--- config.mk ---
export PLATFORM = sky130hd
export DESIGN_NAME = ucr_serial_top
export DESIGN_NICKNAME = d
export VERILOG_FILES = /design/src/design/ucr_tx_engine.v /design/src/design/ucr_serial_top.v
export VERILOG_INCLUDE_DIRS = /design/src /design/src/design
export SDC_FILE = /design/constraint.sdc
export NUM_CORES = 1
export LEC_CHECK = 0
export BUFFER_PORTS_ARGS = -buffer_cell sky130_fd_sc_hd__buf_4
export CAP_MARGIN = 20
export CORE_MARGIN = 2
export CORE_UTILIZATION = 30
export CTS_BUF_LIST = sky130_fd_sc_hd__clkbuf_16
export CTS_CLUSTER_DIAMETER = 40
export CTS_CLUSTER_SIZE = 10
export DETAILED_ROUTE_END_ITERATION = 8
export PLACE_DENSITY_LB_ADDON = 0.05
export SYNTH_ARGS = -nofsm -noshare
export SYNTH_HDL_FRONTEND = slang
export SYNTH_HIERARCHICAL = 1
export SYNTH_SLANG_ARGS = --single-unit
--- constraint.sdc ---
create_clock -name aclk -period 7.7 [get_ports aclk]
set_input_delay 1.54 -clock aclk [delete_from_list [all_inputs] [get_ports aclk]]
set_output_delay 1.54 -clock aclk [all_outputs]
set_load 0.05 [all_outputs]
--- src/design/ucr_defines.vh ---
// Purpose: shared constants of the serial control block
// Assumes: included by bare name from every design file
// Notes: byte addresses on the register bus, field positions, reset values
`ifndef UCR_DEFINES_VH
`define UCR_DEFINES_VH
`define UCR_ADDR_CTRL_ONE 8'h00
`define UCR_ADDR_CTRL_TWO 8'h04
`define UCR_ADDR_FLAGS 8'h08
`define UCR_ADDR_DATA 8'h0c
`define UCR_ADDR_PERIOD 8'h10
`define UCR_IDX_CTRL_ONE 3'h0
`define UCR_IDX_CTRL_TWO 3'h1
`define UCR_IDX_FLAGS 3'h2
`define UCR_IDX_DATA 3'h3
`define UCR_IDX_PERIOD 3'h4
`define UCR_IDX_NONE 3'h7
`define UCR_C1_RX9 7
`define UCR_C1_TX9 6
`define UCR_C1_SLEEP 5
`define UCR_C1_NINE 4
`define UCR_C1_ROUSE 3
`define UCR_C1_PAR_ON 2
`define UCR_C1_PAR_ODD 1
`define UCR_C1_PAR_IRQ 0
`define UCR_C2_TXBUF_IRQ 7
`define UCR_C2_TXDONE_IRQ 6
`define UCR_C2_RXDATA_IRQ 5
`define UCR_C2_IDLE_IRQ 4
`define UCR_C2_TX_ON 3
`define UCR_C2_RX_ON 2
`define UCR_C2_MUTE 1
`define UCR_C2_BRK 0
`define UCR_RST_CTRL_ONE 8'h00
`define UCR_RST_CTRL_TWO 8'h00
`define UCR_RST_PERIOD 16'h0010
`define UCR_RESP_OKAY 2'h0
`define UCR_RESP_SLVERR 2'h2
`endif

--- src/design/ucr_tx_engine.v ---
// Purpose: transmit frame engine with bit timer, preamble and break words
// Assumes: one clock, synchronous active-low reset, clock enable freezes all
// Notes: frame options are latched at frame start so changes apply to the next word
`timescale 1ns/10ps
`include "ucr_defines.vh"
module ucr_tx_engine (
	input wire aclk,
	input wire aresetn,
	input wire ce,
	input wire tx_on,
	input wire sleep,
	input wire nine,
	input wire par_on,
	input wire par_odd,
	input wire brk,
	input wire hold_full,
	input wire [7:0] hold_data,
	input wire ninth,
	input wire [15:0] bit_period,
	output reg take_q,
	output reg done_q,
	output reg line_q,
	output reg busy_q
);
	localparam S_IDLE = 2'd0;
	localparam S_WAIT = 2'd1;
	localparam S_SEND = 2'd2;
	localparam K_NONE = 2'd0;
	localparam K_DAT = 2'd1;
	localparam K_PRE = 2'd2;
	localparam K_BRK = 2'd3;
	reg [1:0] state_q;
	reg [1:0] kind_q;
	reg [15:0] cnt_q;
	reg [10:0] shift_q;
	reg [3:0] left_q;
	reg tx_on_d1_q;
	reg brk_d1_q;
	reg pre_pend_q;
	reg brk_pend_q;
	reg [1:0] nk;
	reg [10:0] ns;
	reg [8:0] word9;
	reg par_bit;
	wire [15:0] per_m1;
	wire tick;
	wire can_start;
	// a zero period is treated as one clock per bit
	assign per_m1 = (bit_period == 16'h0000) ? 16'h0000 : bit_period - 16'h0001;
	assign tick = (cnt_q >= per_m1);
	assign can_start = tx_on & ~sleep & (nk != K_NONE);
	// next frame choice: break beats preamble beats data
	always @* begin
		par_bit = (nine ? ^hold_data : ^hold_data[6:0]) ^ par_odd;
		word9 = {ninth, hold_data};
		if (par_on & nine)
			word9[8] = par_bit;
		else if (par_on)
			word9[7] = par_bit;
		if (brk | brk_pend_q) begin
			nk = K_BRK;
			ns = 11'h000;
		end else if (pre_pend_q) begin
			nk = K_PRE;
			ns = 11'h7ff;
		end else if (hold_full) begin
			nk = K_DAT;
			ns = nine ? {1'b1, word9, 1'b0} : {2'b11, word9[7:0], 1'b0};
		end else begin
			nk = K_NONE;
			ns = 11'h7ff;
		end
	end
	// frame sequencer; bit timer only runs while a frame or the start delay is active
	always @(posedge aclk) begin
		if (!aresetn) begin
			state_q <= S_IDLE;
			kind_q <= K_NONE;
			cnt_q <= 16'h0000;
			shift_q <= 11'h7ff;
			left_q <= 4'h0;
			tx_on_d1_q <= 1'b0;
			brk_d1_q <= 1'b0;
			pre_pend_q <= 1'b0;
			brk_pend_q <= 1'b0;
			take_q <= 1'b0;
			done_q <= 1'b0;
			line_q <= 1'b1;
			busy_q <= 1'b0;
		end else if (ce) begin
			tx_on_d1_q <= tx_on;
			brk_d1_q <= brk;
			take_q <= 1'b0;
			done_q <= 1'b0;
			cnt_q <= tick ? 16'h0000 : cnt_q + 16'h0001;
			if (state_q == S_IDLE)
				cnt_q <= 16'h0000;
			case (state_q)
			S_IDLE: begin
				line_q <= 1'b1;
				if (tx_on & ~tx_on_d1_q)
					state_q <= S_WAIT;
				else if (can_start) begin
					state_q <= S_SEND;
					kind_q <= nk;
					shift_q <= ns;
					line_q <= ns[0];
					left_q <= nine ? 4'd10 : 4'd9;
					take_q <= (nk == K_DAT);
					busy_q <= 1'b1;
					if (nk == K_PRE)
						pre_pend_q <= 1'b0;
					if (nk == K_BRK)
						brk_pend_q <= 1'b0;
				end
			end
			S_WAIT: begin
				if (tick)
					state_q <= S_IDLE;
			end
			S_SEND: begin
				if (tick && left_q == 4'h0) begin
					done_q <= (kind_q == K_DAT); // preamble and break do not count as done
					busy_q <= 1'b0;
					state_q <= S_IDLE;
					line_q <= 1'b1;
					if (can_start) begin
						state_q <= S_SEND;
						busy_q <= 1'b1;
						kind_q <= nk;
						shift_q <= ns;
						line_q <= ns[0];
						left_q <= nine ? 4'd10 : 4'd9;
						take_q <= (nk == K_DAT);
						if (nk == K_PRE)
							pre_pend_q <= 1'b0;
						if (nk == K_BRK)
							brk_pend_q <= 1'b0;
					end
				end else if (tick) begin
					shift_q <= {1'b1, shift_q[10:1]};
					line_q <= shift_q[1];
					left_q <= left_q - 4'h1;
				end
			end
			default: state_q <= S_IDLE;
			endcase
			// requests are set last so they win over a clear in the same cycle
			if (tx_on & ~tx_on_d1_q & busy_q)
				pre_pend_q <= 1'b1;
			if (brk & ~brk_d1_q)
				brk_pend_q <= 1'b1;
		end
	end
endmodule

--- src/design/ucr_serial_top.v ---
// Purpose: control registers, receiver, flags and pin control of the async serial port
// Assumes: AXI4-Lite slave on aclk, rx_pin synchronous to aclk, ce freezes all state
// Notes: 8-bit registers sit in the low byte lane, upper bits read as zero
// Notes on behaviour
// ninth bit: received goes to rx_ninth_bit, transmitted taken from tx_ninth_bit.
// sleep stops bit timers and outputs after the current byte.
// word length selects 8 or 9 data bits, one start, one stop.
// software keeps word length steady during any transfer.
// rouse method picks idle-line or address-mark wake from mute.
// parity replaces the top data bit and is checked on reception.
// parity enable applies from the next byte, both directions.
// parity sense even or odd, changed from the next byte.
// parity fault requests the interrupt when enabled.
// empty holding register requests the interrupt while enabled.
// transmission done requests the interrupt while enabled.
// overrun or full receive buffer request the interrupt while enabled.
// idle-line flag requests the interrupt while enabled.
// transmit enable pulsed low then high sends a preamble after current word.
// one bit time passes after transmit enable before sending starts.
// tx pin is released only with both enables clear or tx never enabled; the code also releases it in sleep once the shifter is idle.
// receive enable starts the start-bit search; clear disables receiver.
// mute set by software, cleared by hardware on the chosen wake sequence.
// software lets some data arrive before muting with idle wake.
// break characters go out while send break is set.
// send break set then cleared sends one break after the current word.
// reset clears control one bits six to zero.
// holding register empty flag sets when data moves to the shifter.
// a break word holds the line low for a whole frame.
//
// The implementer's own choices: the placing of the registers and register access over AXI4-Lite.
`timescale 1ns/10ps
`include "ucr_defines.vh"
module ucr_serial_top (
	input wire aclk,
	input wire aresetn,
	input wire ce,
	input wire [7:0] s_axi_awaddr,
	input wire s_axi_awvalid,
	output reg s_axi_awready,
	input wire [31:0] s_axi_wdata,
	input wire [3:0] s_axi_wstrb,
	input wire s_axi_wvalid,
	output reg s_axi_wready,
	output reg [1:0] s_axi_bresp,
	output reg s_axi_bvalid,
	input wire s_axi_bready,
	input wire [7:0] s_axi_araddr,
	input wire s_axi_arvalid,
	output reg s_axi_arready,
	output reg [31:0] s_axi_rdata,
	output reg [1:0] s_axi_rresp,
	output reg s_axi_rvalid,
	input wire s_axi_rready,
	input wire rx_pin,
	output wire tx_pin,
	output reg tx_pin_oe_q,
	output reg serial_irq_q
);
	localparam R_IDLE = 2'd0;
	localparam R_START = 2'd1;
	localparam R_BITS = 2'd2;
	reg [7:0] ctrl_one_q;
	reg [7:0] ctrl_two_q;
	reg [15:0] period_q;
	reg [7:0] tx_hold_q;
	reg [7:0] rx_data_q;
	reg txbuf_empty_q;
	reg tx_done_q;
	reg rxbuf_full_q;
	reg idle_flag_q;
	reg overrun_q;
	reg frame_err_q;
	reg parity_fault_q;
	reg flags_rd_q;
	reg tx_ever_q;
	reg aw_held_q;
	reg w_held_q;
	reg [7:0] aw_addr_q;
	reg [31:0] w_data_q;
	reg [3:0] w_strb_q;
	reg [1:0] rstate_q;
	reg [15:0] rcnt_q;
	reg [3:0] rbits_q;
	reg [8:0] rshift_q;
	reg rnine_q;
	reg rpar_on_q;
	reg rpar_odd_q;
	reg [3:0] ibits_q;
	reg idle_armed_q;
	reg [31:0] rd_val;
	reg [2:0] widx;
	reg [2:0] ridx;
	wire tx_take;
	wire tx_done_evt;
	wire tx_busy;
	wire wr_go;
	wire rd_go;
	wire [15:0] per_m1;
	wire rtick;
	wire rhalf;
	wire [7:0] flags_val;
	wire [8:0] rword;
	wire rx_msb;
	wire rx_par_bad;
	wire [3:0] frame_len;
	// register index from a byte address; unmapped addresses give the none index
	function [2:0] ucr_index;
		input [7:0] addr;
		begin
			case (addr)
			`UCR_ADDR_CTRL_ONE: ucr_index = `UCR_IDX_CTRL_ONE;
			`UCR_ADDR_CTRL_TWO: ucr_index = `UCR_IDX_CTRL_TWO;
			`UCR_ADDR_FLAGS: ucr_index = `UCR_IDX_FLAGS;
			`UCR_ADDR_DATA: ucr_index = `UCR_IDX_DATA;
			`UCR_ADDR_PERIOD: ucr_index = `UCR_IDX_PERIOD;
			default: ucr_index = `UCR_IDX_NONE;
			endcase
		end
	endfunction
	// transmitter; the holding register is full whenever the empty flag is low
	ucr_tx_engine u_tx (
		.aclk(aclk),
		.aresetn(aresetn),
		.ce(ce),
		.tx_on(ctrl_two_q[`UCR_C2_TX_ON]),
		.sleep(ctrl_one_q[`UCR_C1_SLEEP]),
		.nine(ctrl_one_q[`UCR_C1_NINE]),
		.par_on(ctrl_one_q[`UCR_C1_PAR_ON]),
		.par_odd(ctrl_one_q[`UCR_C1_PAR_ODD]),
		.brk(ctrl_two_q[`UCR_C2_BRK]),
		.hold_full(~txbuf_empty_q),
		.hold_data(tx_hold_q),
		.ninth(ctrl_one_q[`UCR_C1_TX9]),
		.bit_period(period_q),
		.take_q(tx_take),
		.done_q(tx_done_evt),
		.line_q(tx_pin),
		.busy_q(tx_busy)
	);
	// bus handshake decode
	assign wr_go = aw_held_q & w_held_q & ~s_axi_bvalid;
	assign rd_go = s_axi_arvalid & s_axi_arready;
	assign flags_val = {txbuf_empty_q, tx_done_q, rxbuf_full_q, idle_flag_q, overrun_q, 1'b0, frame_err_q,
		parity_fault_q};
	// receiver timing and word decode
	assign per_m1 = (period_q == 16'h0000) ? 16'h0000 : period_q - 16'h0001;
	assign rtick = (rcnt_q >= per_m1);
	assign rhalf = (rcnt_q >= {1'b0, per_m1[15:1]});
	assign rword = rnine_q ? rshift_q : {1'b0, rshift_q[8:1]};
	assign rx_msb = rnine_q ? rword[8] : rword[7];
	assign rx_par_bad = rpar_on_q & ((^rword) != rpar_odd_q);
	assign frame_len = ctrl_one_q[`UCR_C1_NINE] ? 4'd11 : 4'd10;
	// read mux
	always @* begin
		ridx = ucr_index(s_axi_araddr);
		widx = ucr_index(aw_addr_q);
		case (ridx)
		`UCR_IDX_CTRL_ONE: rd_val = {24'h000000, ctrl_one_q};
		`UCR_IDX_CTRL_TWO: rd_val = {24'h000000, ctrl_two_q};
		`UCR_IDX_FLAGS: rd_val = {24'h000000, flags_val};
		`UCR_IDX_DATA: rd_val = {24'h000000, rx_data_q};
		`UCR_IDX_PERIOD: rd_val = {16'h0000, period_q};
		default: rd_val = 32'h00000000;
		endcase
	end
	// axi4-lite slave: address and data are taken in either order, one write at a time
	always @(posedge aclk) begin
		if (!aresetn) begin
			s_axi_awready <= 1'b1;
			s_axi_wready <= 1'b1;
			s_axi_bvalid <= 1'b0;
			s_axi_bresp <= `UCR_RESP_OKAY;
			s_axi_arready <= 1'b1;
			s_axi_rvalid <= 1'b0;
			s_axi_rresp <= `UCR_RESP_OKAY;
			s_axi_rdata <= 32'h00000000;
			aw_held_q <= 1'b0;
			w_held_q <= 1'b0;
			aw_addr_q <= 8'h00;
			w_data_q <= 32'h00000000;
			w_strb_q <= 4'h0;
		end else if (ce) begin
			if (s_axi_awvalid & s_axi_awready) begin
				aw_held_q <= 1'b1;
				aw_addr_q <= s_axi_awaddr;
				s_axi_awready <= 1'b0;
			end
			if (s_axi_wvalid & s_axi_wready) begin
				w_held_q <= 1'b1;
				w_data_q <= s_axi_wdata;
				w_strb_q <= s_axi_wstrb;
				s_axi_wready <= 1'b0;
			end
			if (wr_go) begin
				aw_held_q <= 1'b0;
				w_held_q <= 1'b0;
				s_axi_bvalid <= 1'b1;
				s_axi_bresp <= (widx == `UCR_IDX_NONE) ? `UCR_RESP_SLVERR : `UCR_RESP_OKAY;
			end
			if (s_axi_bvalid & s_axi_bready) begin
				s_axi_bvalid <= 1'b0;
				s_axi_awready <= 1'b1;
				s_axi_wready <= 1'b1;
			end
			if (rd_go) begin
				s_axi_arready <= 1'b0;
				s_axi_rvalid <= 1'b1;
				s_axi_rdata <= rd_val;
				s_axi_rresp <= (ridx == `UCR_IDX_NONE) ? `UCR_RESP_SLVERR : `UCR_RESP_OKAY;
			end
			if (s_axi_rvalid & s_axi_rready) begin
				s_axi_rvalid <= 1'b0;
				s_axi_arready <= 1'b1;
			end
		end
	end
	// receiver: start-bit check at half a bit, then samples at bit centres
	always @(posedge aclk) begin
		if (!aresetn) begin
			rstate_q <= R_IDLE;
			rcnt_q <= 16'h0000;
			rbits_q <= 4'h0;
			rshift_q <= 9'h000;
			rnine_q <= 1'b0;
			rpar_on_q <= 1'b0;
			rpar_odd_q <= 1'b0;
			ibits_q <= 4'h0;
		end else if (ce) begin
			rcnt_q <= rtick ? 16'h0000 : rcnt_q + 16'h0001;
			case (rstate_q)
			R_IDLE: begin
				if (!ctrl_two_q[`UCR_C2_RX_ON] || ctrl_one_q[`UCR_C1_SLEEP]) begin
					rcnt_q <= 16'h0000;
					ibits_q <= 4'h0;
				end else if (!rx_pin) begin
					rstate_q <= R_START;
					rcnt_q <= 16'h0000;
					ibits_q <= 4'h0;
				end else if (rtick && ibits_q != frame_len)
					ibits_q <= ibits_q + 4'h1;
			end
			R_START: begin
				if (rhalf) begin
					rcnt_q <= 16'h0000;
					rbits_q <= 4'h0;
					rstate_q <= rx_pin ? R_IDLE : R_BITS;
					rnine_q <= ctrl_one_q[`UCR_C1_NINE];
					rpar_on_q <= ctrl_one_q[`UCR_C1_PAR_ON];
					rpar_odd_q <= ctrl_one_q[`UCR_C1_PAR_ODD];
				end
			end
			R_BITS: begin
				if (rtick) begin
					rbits_q <= rbits_q + 4'h1;
					if (rbits_q != (rnine_q ? 4'd9 : 4'd8))
						rshift_q <= {rx_pin, rshift_q[8:1]};
					else
						rstate_q <= R_IDLE;
				end
			end
			default: rstate_q <= R_IDLE;
			endcase
		end
	end
	// registers and flags; hardware sets are placed after software clears so sets win
	always @(posedge aclk) begin
		if (!aresetn) begin
			ctrl_one_q <= `UCR_RST_CTRL_ONE;
			ctrl_two_q <= `UCR_RST_CTRL_TWO;
			period_q <= `UCR_RST_PERIOD;
			tx_hold_q <= 8'h00;
			rx_data_q <= 8'h00;
			txbuf_empty_q <= 1'b1;
			tx_done_q <= 1'b1;
			rxbuf_full_q <= 1'b0;
			idle_flag_q <= 1'b0;
			overrun_q <= 1'b0;
			frame_err_q <= 1'b0;
			parity_fault_q <= 1'b0;
			flags_rd_q <= 1'b0;
			idle_armed_q <= 1'b0;
			tx_ever_q <= 1'b0;
			tx_pin_oe_q <= 1'b0;
			serial_irq_q <= 1'b0;
		end else if (ce) begin
			// a flags read arms the clearing sequence, a data access completes it
			if (rd_go && ridx == `UCR_IDX_FLAGS)
				flags_rd_q <= 1'b1;
			if (rd_go && ridx == `UCR_IDX_DATA && flags_rd_q) begin
				flags_rd_q <= 1'b0;
				rxbuf_full_q <= 1'b0;
				idle_flag_q <= 1'b0;
				overrun_q <= 1'b0;
				frame_err_q <= 1'b0;
				parity_fault_q <= 1'b0;
			end
			if (wr_go) begin
				if (widx == `UCR_IDX_CTRL_ONE && w_strb_q[0])
					ctrl_one_q[6:0] <= w_data_q[6:0]; // received ninth bit stays read-only
				if (widx == `UCR_IDX_CTRL_TWO && w_strb_q[0])
					ctrl_two_q <= w_data_q[7:0];
				if (widx == `UCR_IDX_PERIOD && w_strb_q[0])
					period_q[7:0] <= w_data_q[7:0];
				if (widx == `UCR_IDX_PERIOD && w_strb_q[1])
					period_q[15:8] <= w_data_q[15:8];
				if (widx == `UCR_IDX_DATA && w_strb_q[0]) begin
					tx_hold_q <= w_data_q[7:0];
					txbuf_empty_q <= 1'b0;
					if (flags_rd_q)
						tx_done_q <= 1'b0;
					flags_rd_q <= 1'b0;
				end
			end
			if (tx_take)
				txbuf_empty_q <= 1'b1;
			if (tx_done_evt && txbuf_empty_q)
				tx_done_q <= 1'b1;
			// end of a received word, sampled on the stop bit
			if (rstate_q == R_BITS && rtick && rbits_q == (rnine_q ? 4'd9 : 4'd8)) begin
				if (!ctrl_two_q[`UCR_C2_MUTE] || (ctrl_one_q[`UCR_C1_ROUSE] && rx_msb)) begin
					if (ctrl_two_q[`UCR_C2_MUTE])
						ctrl_two_q[`UCR_C2_MUTE] <= 1'b0;
					if (rxbuf_full_q)
						overrun_q <= 1'b1; // buffer kept, new word lost
					else begin
						rx_data_q <= rword[7:0];
						if (rnine_q)
							ctrl_one_q[`UCR_C1_RX9] <= rword[8];
						rxbuf_full_q <= 1'b1;
						idle_armed_q <= 1'b1;
						if (!rx_pin)
							frame_err_q <= 1'b1;
						if (rx_par_bad)
							parity_fault_q <= 1'b1;
					end
				end
			end
			// idle line: a full frame of ones, reported once per received word
			if (rstate_q == R_IDLE && rtick && ibits_q == frame_len - 4'h1 && idle_armed_q && rx_pin &&
				ctrl_two_q[`UCR_C2_RX_ON]) begin
				idle_armed_q <= 1'b0;
				if (ctrl_two_q[`UCR_C2_MUTE] && !ctrl_one_q[`UCR_C1_ROUSE])
					ctrl_two_q[`UCR_C2_MUTE] <= 1'b0;
				else if (!ctrl_two_q[`UCR_C2_MUTE])
					idle_flag_q <= 1'b1;
			end
			if (ctrl_two_q[`UCR_C2_TX_ON])
				tx_ever_q <= 1'b1;
			// pin held while enabled; released in sleep once the shifter is idle
			tx_pin_oe_q <= (tx_ever_q | ctrl_two_q[`UCR_C2_TX_ON]) &
				(ctrl_two_q[`UCR_C2_TX_ON] | ctrl_two_q[`UCR_C2_RX_ON]) &
				~(ctrl_one_q[`UCR_C1_SLEEP] & ~tx_busy);
			// level request, follows the flags with one cycle of latency
			serial_irq_q <= (ctrl_one_q[`UCR_C1_PAR_IRQ] & parity_fault_q) |
				(ctrl_two_q[`UCR_C2_TXBUF_IRQ] & txbuf_empty_q) |
				(ctrl_two_q[`UCR_C2_TXDONE_IRQ] & tx_done_q) |
				(ctrl_two_q[`UCR_C2_RXDATA_IRQ] & (overrun_q | rxbuf_full_q)) |
				(ctrl_two_q[`UCR_C2_IDLE_IRQ] & idle_flag_q);
		end
	end
endmodule

### Word-level counts from Yosys, hierarchy flattened

Index checks and enable logic that the tools add are counted.
W data, S select, Z words.

* register bits after elaboration: 210
* input port bits: 61
* logic and storage cells: 384
* output and inout port bits: 44

* magnitude comparators: 3
* add/sub/neg operators: 7
* eq/ne operators: 47
* bitwise logic cells: 38
* reductions and logical operators: 87
* muxes and demuxes: 148

Operator list (count)
* $mux W16: 7
* $mux W1: 87
* $pmux W16 S5: 1
* $mux W11: 7
* $mux W2: 21
* $reduce_and A4 Y1: 10
* $mux W4: 9
* $add A16 B1 Y16 const B: 2
* $eq A8 B4 Y1 const B: 4
* $ge A16 B16 Y1: 2
* $pmux W16 S2: 1
* $reduce_bool A2 Y1: 16
* $pmux W3 S5: 2
* $reduce_and A3 Y1: 9
* $and A1 B1 Y1: 22
* $pmux W11 S2: 1
* $reduce_and A2 Y1: 11
* $logic_and A1 B1 Y1: 20
* $eq A8 B3 Y1 const B: 2
* $eq A8 B5 Y1 const B: 2
* $ge A16 B15 Y1: 1
* $logic_not A16 Y1: 1
* $logic_not A8 Y1: 2
* $pmux W4 S2: 2
* 35 further kinds: 88

### Logic depth before layout (Yosys ltp)

Gate-level depths: netlist of the first run.

* depth after elaboration: 12
* depth in mapped cells: 16
* gate-level depth less buffers: 14

### By module

The synthesis of the first run kept the hierarchy.

By module, submodules not included
* ucr_serial_top: area an instance 7636.1 µm², cells each 944, instances 1
* ucr_tx_engine: area an instance 3030.4 µm², cells each 368, instances 1

### Least setup slack after synthesis of the first run

No wires, ideal clock.

* kind: register to register
* from: register period_q[7]
* to: register u_tx.shift_q[4]
* path slack: 3714 ps
* data required time: 7554 ps
* buffers on the path: 3
* arrival: 3840 ps
* cell stages (with the launch flop): 17
* clock period less this slack: 3986 ps
* cells stage by stage: dfxtp_1 -> or4_1 -> or3_4 -> nor4_1 -> nand4_1 -> buf_2 -> nand2_1 -> ha_1 -> a31oi_1 -> nor2b_1 -> o311ai_1 -> nand3_2 -> a31o_1 -> buf_6 -> buf_8 -> a21oi_4 -> o221ai_1

* word-level cells in the longest chain between the ends: 6
* elaborated cells on any way between the ends: 9
* classes of those cells: add/sub (1); order compare (1); eq/ne (1); mux (3); reduce/logical (3)

RTL lines
* start: declaration: line ucr_serial_top.v:64 `reg [15:0] period_q;`
* start signal: assignment: line ucr_serial_top.v:270 `` period_q <= `UCR_RST_PERIOD; ``
* start signal: assignment: line ucr_serial_top.v:303 `period_q[7:0] <= w_data_q[7:0];`
* $sub A16 B1 Y16 or $logic_not A16 Y1 (tied branches): line ucr_tx_engine.v:49 `assign per_m1 = (bit_period == 16'h0000) ? 16'h0000 : bit_period - 16'h0001;`
* $mux W16 (*): line ucr_tx_engine.v:49
* $ge A16 B16 Y1 (*): line ucr_tx_engine.v:50 `assign tick = (cnt_q >= per_m1);`
* $logic_and A1 B1 Y1: line ucr_tx_engine.v:122 `if (tick && left_q == 4'h0) begin`
* $ne A3 B1 Y1 (no line) or $mux W11 (tied branches)
* $reduce_and A4 Y1 (no line) or $pmux W11 S2 (tied branches)
* end signal: assignment: line ucr_tx_engine.v:106 `shift_q <= ns;`
* end signal: assignment: line ucr_tx_engine.v:131 `shift_q <= ns;`
* end signal: assignment: line ucr_tx_engine.v:141 `shift_q <= {1'b1, shift_q[10:1]};`
* end: declaration: line ucr_tx_engine.v:35 `reg [10:0] shift_q;`

Mark *: on every way between the ends. The rest lies on a longest branch, timed or not.
A chain may end at the register's enable or synchronous reset.

### Worst setup path in the final report of the first run

* from: register period_q[2]
* to: register rcnt_q[9]

* word-level cells in the longest chain between the ends: 7
* elaborated cells on any way between the ends: 10
* classes of those cells: add/sub (1); order compare (2); mux (6); reduce/logical (1)

RTL lines
* $sub A16 B1 Y16 or $logic_not A16 Y1 (tied branches): line ucr_serial_top.v:146 `assign per_m1 = (period_q == 16'h0000) ? 16'h0000 : period_q - 16'h0001;`
* $mux W16 (*): line ucr_serial_top.v:146
* $ge A16 B16 Y1: line ucr_serial_top.v:147 `assign rtick = (rcnt_q >= per_m1);`
* $mux W16: line ucr_serial_top.v:229 `rcnt_q <= rtick ? 16'h0000 : rcnt_q + 16'h0001;`
* $mux W16: line ucr_serial_top.v:235 `end else if (!rx_pin) begin`
* $mux W16: line ucr_serial_top.v:232 `` if (!ctrl_two_q[`UCR_C2_RX_ON] || ctrl_one_q[`UCR_C1_SLEEP]) begin ``
* $pmux W16 S2 (*): line ucr_serial_top.v:230 `case (rstate_q)`
* end signal: assignment: line ucr_serial_top.v:229
* end: declaration: line ucr_serial_top.v:82 `reg [15:0] rcnt_q;`

Marks and branches as above.

==> key figures, run 1 <==
Placed design
  • Instance area after placement: 11500 um^2
  • Final RePlAce weighted congestion: 0.770
  • Post-detailed-placement half-perimeter wirelength: 22.7 mm
  • Input/output buffers: 68
  • Count of placed standard cells including taps: 1782
  • Worst-case setup slack after placement: 2.40 ns

Logic synthesis
  • Gate count of the mapped netlist: 1312
  • Area of the mapped netlist: 10700 um^2
  • Number of register bits inferred by synthesis: 191
  • Synth unique cells: 86
  • Sequential share of the synthesized area: 0.358
  • Number of flops mapped to enable cells by yosys: 0
  • Synth async-reset ratio: 0
  • Main synth FF type: dfxtp_1
  • Mean area per synthesized cell: 8.13 um^2
  • Count of warnings emitted by yosys: 6

Global route
  • Largest net degree at the start of global routing: 79
  • Overall overflow remaining after global route: 0
  • Number of global-route vias before repair: 8908
  • Initial antenna violation count: 0
  • First-pass GRT wire length: 50.5 mm
  • Total Routing Usage GR: 0.177

Critical path
  • Launching element type of the critical path: flip-flop
  • Arrival time of the worst setup path: 5.60 ns
  • Top fanout value on the critical path: 16
  • Cell family with the largest share of critical-path delay: simple AND/OR/NAND/NOR gates
  • Stage delay of the slowest cell on the critical path: 0.90 ns
  • Crit-path cells: nor4_1 > nand4_1 > nand2_1 > ha_1 > a2111oi_2 > o21ai_0 > o31ai_1 > o211ai_1 > nand2_1 > nand4_1 > o41ai_1
  • Cell at the slowest stage of the critical path: nor4_1
  • Reg-to-reg startpoint: period_q[2]$_SDFFE_PN0P_
  • Source of the critical timing path: period_q[2]$_SDFFE_PN0P_
  • Sort of element at the end of the critical path: flip-flop
  • Critical path data required time: 8.04 ns
  • WP buf/inv: 0
  • Type of the worst setup path: flip-flop to flip-flop

Run
  • Maxcap violations: 0

Clock network
  • # hold bufs at CTS: 0
  • Post_cts resized: 0
  • Number of clock sinks: 191
  • Worst skew pair latency: 0.44 ns
  • Buffers inserted during post-CTS setup optimization: 0
  • Total clock buffers created by CTS: 17
  • Largest buffer count on any clock path: 2
  • CTS clock-pin slew for the worst setup and hold paths: 0.07 ns
  • Number of H-tree levels: 4
  • TritonCTS clock tree: built
  • Cell chosen for the clock root: clkbuf_16

Hold path
  • Classification of the worst-slack hold path: flip-flop to flip-flop
  • Critical hold path startpoint: idle_armed_q$_SDFFE_PN0P_

Drt
  • Length of the first detailed-routing pass in iterations: 5
  • Residual DRC count: 0
  • Detailed Route Iter0 Violations: 455
  • Routed Antenna Nets: 0
  • Via/cell ratio: 5.07
  • Avg WL per Cell: 17.4 um
  • DRT Wirelength: 31.5 mm
  • Vias after detailed routing: 9199

Floorplan
  • Area of the die: 37100 um^2
  • I/O pins: 105
  • Standard cell core area: 35300 um^2
  • Initial Utilization: 0.302
  • Count of standard-cell rows: 69
  • Die Y: 193 um
  • Die width: 193 um

STA
  • Unrepaired setup endpoints after global routing: no
  • Final Hold Vio Count: 0
  • Worst Skew: 0.00822 ns
  • Worst Max-Slew Pin Slew: 0.990 ns
  • Max Clock Freq: 190 MHz
  • Final setup slack of the worst path: 2.45 ns
  • Number of max-slew violations in the final report: 0
  • Total Negative Setup Slacks: 0 ns
  • Number of endpoints failing setup at the final stage: 0
  • Final worst path period share: 0.682
  • Minimum period implied by the final worst setup slack: 5.25 ns
  • Max-Slew Margin vs Limit: 0.338

Finish
  • Number of antenna cells inserted: 0
  • Final net count: 1457
  • Share of layout cells above drive strength 1: 0.106
  • Area growth from synthesis to final layout: 12.7%
  • Design area: 12000 um^2
  • Number of standard cells in the layout, taps in and fillers out: 1814

Status
  • Run status: finished, final reports clean

Power and ir drop
  • Highest ir drop seen on vdd: 152 uV
  • Total design power: 2.02 mW
  • Cell area power density: 168 nW/um^2
  • Static leakage: 4.73 nW
[cell usage after synthesis, types with 15 or more instances]
cell	count	area, um^2
ha_1	56	701
nand3_1	67	335
nand2_1	247	927
xnor2_1	23	201
o21ai_0	55	275
clkbuf_1	44	165
buf_4	19	143
mux2i_1	46	460
inv_1	39	146
dfxtp_1	191	3820
nor3_1	26	130
o211ai_1	18	135
nand4_1	15	93.8
and3_1	15	93.8
nor2_1	78	293
a21oi_1	90	450
nor2b_1	28	175
xor2_1	21	184
[logic make-up (layout without fill, tap and decap cells)]
logic type                 Yosys count  in the layout  share of synthesized area
buffers and inverters              122            146                     0.0526
AOI/OAI and AO/OA                  295            295                      0.191
adders and majority gates           56             56                     0.0657
and+or+nand+nor                    544            544                      0.239
DFF                                191            191                      0.358
muxes                               59             59                     0.0572
xor gates and xnor gates            44             44                     0.0361
other                                1             18                   0.000352
[registers in the layout, summed over array words and instances (netlist names), 4 cells and up]
name / flops
aw_addr_q: 8
ctrl_one_q: 8
ctrl_two_q: 8
ibits_q: 4
period_q: 16
rbits_q: 4
rcnt_q: 16
rshift_q: 9
rx_data_q: 8
s_axi_rdata: 16
tx_hold_q: 8
u_tx/cnt_q: 16
u_tx/left_q: 4
u_tx/shift_q: 10
w_data_q: 16
[cell usage in the layout (no fill, tap or decap), drive strengths merged, types with 10 or more instances in the layout]
| cell | n |
|---|---|
| a21oi | 91 |
| a221oi | 10 |
| a31oi | 12 |
| and2 | 13 |
| and3 | 15 |
| buf | 75 |
| clkbuf | 17 |
| conb | 18 |
| dfxtp | 191 |
| ha | 56 |
| inv | 42 |
| mux2 | 13 |
| mux2i | 46 |
| nand2 | 247 |
| nand3 | 68 |
| nand4 | 15 |
| nor2 | 79 |
| nor2b | 28 |
| nor3 | 26 |
| nor4 | 10 |
| o211a | 13 |
| o211ai | 20 |
| o21ai | 56 |
| o22ai | 12 |
| xnor2 | 23 |
| xor2 | 21 |
[per-stage QoR]
step | hold slack, ns | utilization
floorplan | 0.424 | -
global placement | 0.435 | 0.324
CTS | 0.449 | 0.341
finish | 0.451 | 0.341
global route | 0.478 | 0.341
detailed placement | 0.438 | 0.324
[area by class of cell]
cell class | count | area (um^2)
Inverter | 39 | 148
Multi-Input combinational cell | 1016 | 6350
Clock inverter | 15 | 143
Fill cell | 3751 | 23300
Tap cell | 461 | 577
Timing Repair Buffer | 75 | 563
Sequential cell | 191 | 3820
Clock buffer | 17 | 425
[power by group]
part	switching, mW	leakage, nW	total (mW)	internal (mW)
Sequential	0.0104	1.54	1.01	0.997
Combinational	0.0885	2.92	0.121	0.0323
Clock	0.416	0.275	0.893	0.477
[tightest hold or removal path, delay by kind of cell (launching register included)]
| family | cells | cell delay (ns) |
|---|---|---|
| buf+inv | 1 | 0.05 |
| flops | 1 | 0.31 |
| compound gates | 1 | 0.05 |
[metal layers]
layer	global-route usage	up-vias	wire, um
li1	-	4694	-
met1	0.240	4347	15700
met2	0.293	139	14500
met3	0.0244	19	885
met4	0.0458	0	375
met5	0	-	0
[worst paths after layout]
path / to / slack [ns] / cells after the start
min: idle_armed_q$_SDFFE_PN0P_ / 0.45 / 2
max: rcnt_q[9]$_SDFFE_PN0P_ / 2.45 / 11
max reg2reg: rcnt_q[9]$_SDFFE_PN0P_ / 2.45 / 11
min reg2reg: idle_armed_q$_SDFFE_PN0P_ / 0.45 / 2
Power figures use the tool's default switching activity.
==> inputs of run 2 (changes only) <==
clock period = 5.3 ns   (was 7.7 ns; I/O delays follow)
==> key figures, run 2 (synthesized netlist as in run 1, its figures left out) <==
Floorplan
  • Initial Utilization: 0.302 (unchanged)
  • Area of the die: 37100 um^2 (unchanged)
  • Count of standard-cell rows: 69 (unchanged)
  • Die Y: 193 um (unchanged)
  • Die width: 193 um (unchanged)
  • Standard cell core area: 35300 um^2 (unchanged)
  • I/O pins: 105 (unchanged)

Clock network
  • Worst skew pair latency: 0.45 ns (was 0.44 ns)
  • Post_cts resized: 0 (unchanged)
  • # hold bufs at CTS: 0 (unchanged)
  • Buffers inserted during post-CTS setup optimization: 0 (unchanged)
  • Total clock buffers created by CTS: 17 (unchanged)
  • CTS clock-pin slew for the worst setup and hold paths: 0.08 ns (was 0.07 ns)
  • Number of clock sinks: 191 (unchanged)
  • Cell chosen for the clock root: clkbuf_16 (unchanged)
  • TritonCTS clock tree: built (unchanged)
  • Number of H-tree levels: 4 (unchanged)
  • Largest buffer count on any clock path: 2 (unchanged)

STA
  • Worst Skew: 0.0144 ns (was 0.00822 ns)
  • Unrepaired setup endpoints after global routing: no (unchanged)
  • Minimum period implied by the final worst setup slack: 4.58 ns (was 5.25 ns)
  • Max Clock Freq: 219 MHz (was 190 MHz)
  • Final Hold Vio Count: 0 (unchanged)
  • Number of endpoints failing setup at the final stage: 0 (unchanged)
  • Total Negative Setup Slacks: 0 ns (unchanged)
  • Worst Max-Slew Pin Slew: 0.965 ns (was 0.990 ns)
  • Number of max-slew violations in the final report: 0 (unchanged)
  • Max-Slew Margin vs Limit: 0.356 (was 0.338)
  • Final worst path period share: 0.863 (was 0.682)
  • Final setup slack of the worst path: 0.725 ns (was 2.45 ns)
  • Worst Hold Margin: 0.454 ns (was 0.451 ns)

Global route
  • Number of global-route vias before repair: 9021 (was 8908)
  • Largest net degree at the start of global routing: 79 (unchanged)
  • Overall overflow remaining after global route: 0 (unchanged)
  • Total Routing Usage GR: 0.179 (was 0.177)
  • Initial antenna violation count: 0 (unchanged)
  • First-pass GRT wire length: 51.0 mm (was 50.5 mm)

Critical path
  • Top fanout value on the critical path: 16 (unchanged)
  • Arrival time of the worst setup path: 4.86 ns (was 5.60 ns)
  • Stage delay of the slowest cell on the critical path: 0.61 ns (was 0.90 ns)
  • Critical path data required time: 5.59 ns (was 8.04 ns)
  • Cell at the slowest stage of the critical path: or4_1 (was nor4_1)
  • WP buf/inv: 2 (was 0)
  • Crit-path cells: or4_1 > or3_4 > nor4_1 > nand4_1 > buf_4 > nand2b_1 > ha_1 > nor2b_1 > o211a_1 > o311ai_1 > nand3_2 > a31o_1 > buf_12 > a21oi_4 > o221ai_1 (was nor4_1 > nand4_1 > nand2_1 > ha_1 > a2111oi_2 > o21ai_0 > o31ai_1 > o211ai_1 > nand2_1 > nand4_1 > o41ai_1)
  • Type of the worst setup path: flip-flop to flip-flop (unchanged)
  • Launching element type of the critical path: flip-flop (unchanged)
  • Sort of element at the end of the critical path: flip-flop (unchanged)
  • Cell family with the largest share of critical-path delay: simple AND/OR/NAND/NOR gates (unchanged)

Drt
  • Detailed Route Iter0 Violations: 435 (was 455)
  • DRT Wirelength: 31.9 mm (was 31.5 mm)
  • Avg WL per Cell: 17.5 um (was 17.4 um)
  • Residual DRC count: 0 (unchanged)
  • Length of the first detailed-routing pass in iterations: 5 (unchanged)
  • Via/cell ratio: 5.05 (was 5.07)
  • Routed Antenna Nets: 0 (unchanged)
  • Vias after detailed routing: 9229 (was 9199)

Placed design
  • Post-detailed-placement half-perimeter wirelength: 23.0 mm (was 22.7 mm)
  • Final RePlAce weighted congestion: 0.791 (was 0.770)
  • Input/output buffers: 68 (unchanged)
  • Worst-case setup slack after placement: 0.748 ns (was 2.40 ns)

Finish
  • Commonest non-fill, non-tap cells in the layout: nand2_1, dfxtp_1, a21oi_1 (unchanged)
  • Number of inserted filler cells in the final layout: 3737 (was 3751)
  • Final net count: 1472 (was 1457)
  • Share of layout cells above drive strength 1: 0.120 (was 0.106)
  • Number of antenna cells inserted: 0 (unchanged)
  • Area growth from synthesis to final layout: 14.1% (was 12.7%)
  • Fraction of the core area covered by cells at the end of the flow: 0.345 (was 0.341)
  • Leading cell type in the layout, fill and taps excluded: nand2_1 (unchanged)

Status
  • Run status: finished, final reports clean (unchanged)

Run
  • Maxcap violations: 0 (unchanged)

Power and ir drop
  • Static leakage: 4.83 nW (was 4.73 nW)
  • Cell area power density: 246 nW/um^2 (was 168 nW/um^2)
  • Highest ir drop seen on vdd: 220 uV (was 152 uV)

Hold path
  • Classification of the worst-slack hold path: flip-flop to flip-flop (unchanged)
==> run 2: area by class of cell <==
type	instances	area, um^2	area share
clock buffers	17	425	0.0349
inverters	39	148	0.0121
clock inverters	15	166	0.0137
repair buffers	90	688	0.0565
well taps	461	577	0.0474
flip-flops and latches	191	3820	0.314
multi-input cells	1016	6350	0.521
==> run 2: path summary, 6_finish.rpt <==
kind | slack (ns) | end | cells after the start | startpoint
setup reg to reg | 0.72 | u_tx/shift_q[4]$_SDFFE_PN1P_ | 15 | period_q[9]$_SDFFE_PN0P_
setup / recovery | 0.72 | u_tx/shift_q[4]$_SDFFE_PN1P_ | 15 | period_q[9]$_SDFFE_PN0P_
hold / removal | 0.45 | idle_armed_q$_SDFFE_PN0P_ | 2 | idle_armed_q$_SDFFE_PN0P_
hold reg to reg | 0.45 | idle_armed_q$_SDFFE_PN0P_ | 2 | idle_armed_q$_SDFFE_PN0P_
==> run 2: worst reg2reg max path, cell delays in order, from the launching register on <==
cell and delay (ns):
dfxtp_1 0.37, or4_1 0.61, or3_4 0.37, nor4_1 0.39
nand4_1 0.15, buf_4 0.21, nand2b_1 0.09, ha_1 0.23
nor2b_1 0.13, o211a_1 0.20, o311ai_1 0.30, nand3_2 0.26
a31o_1 0.41, buf_12 0.20, a21oi_4 0.30, o221ai_1 0.18
==> run 2: stage by stage <==
| stage | total power, mW | instances | instance area [um^2] |
|---|---|---|---|
| after floorplan | 1.61 | 1329 | 10700 |
| after global placement | 1.68 | 1797 | 11600 |
| after detailed placement | 1.68 | 1797 | 11600 |
| after CTS | 3.05 | 1829 | 12200 |
| after global routing | 3.12 | 1829 | 12200 |
| final | 2.99 | 1829 | 12200 |
==> run 2: power breakdown <==
part	total, mW	internal (mW)	switching, mW
clock network	1.35	0.676	0.677
registers	1.46	1.45	0.0160
logic	0.177	0.0484	0.129
==> run 2: per-layer routing <==
layer  vias up  GRT usage  wire length (um)
met5         -          0                 0
met4         0     0.0449               413
met3        21     0.0326              1010
met2       126      0.293             14700
met1      4350      0.241             15800
li1       4732          -                 -
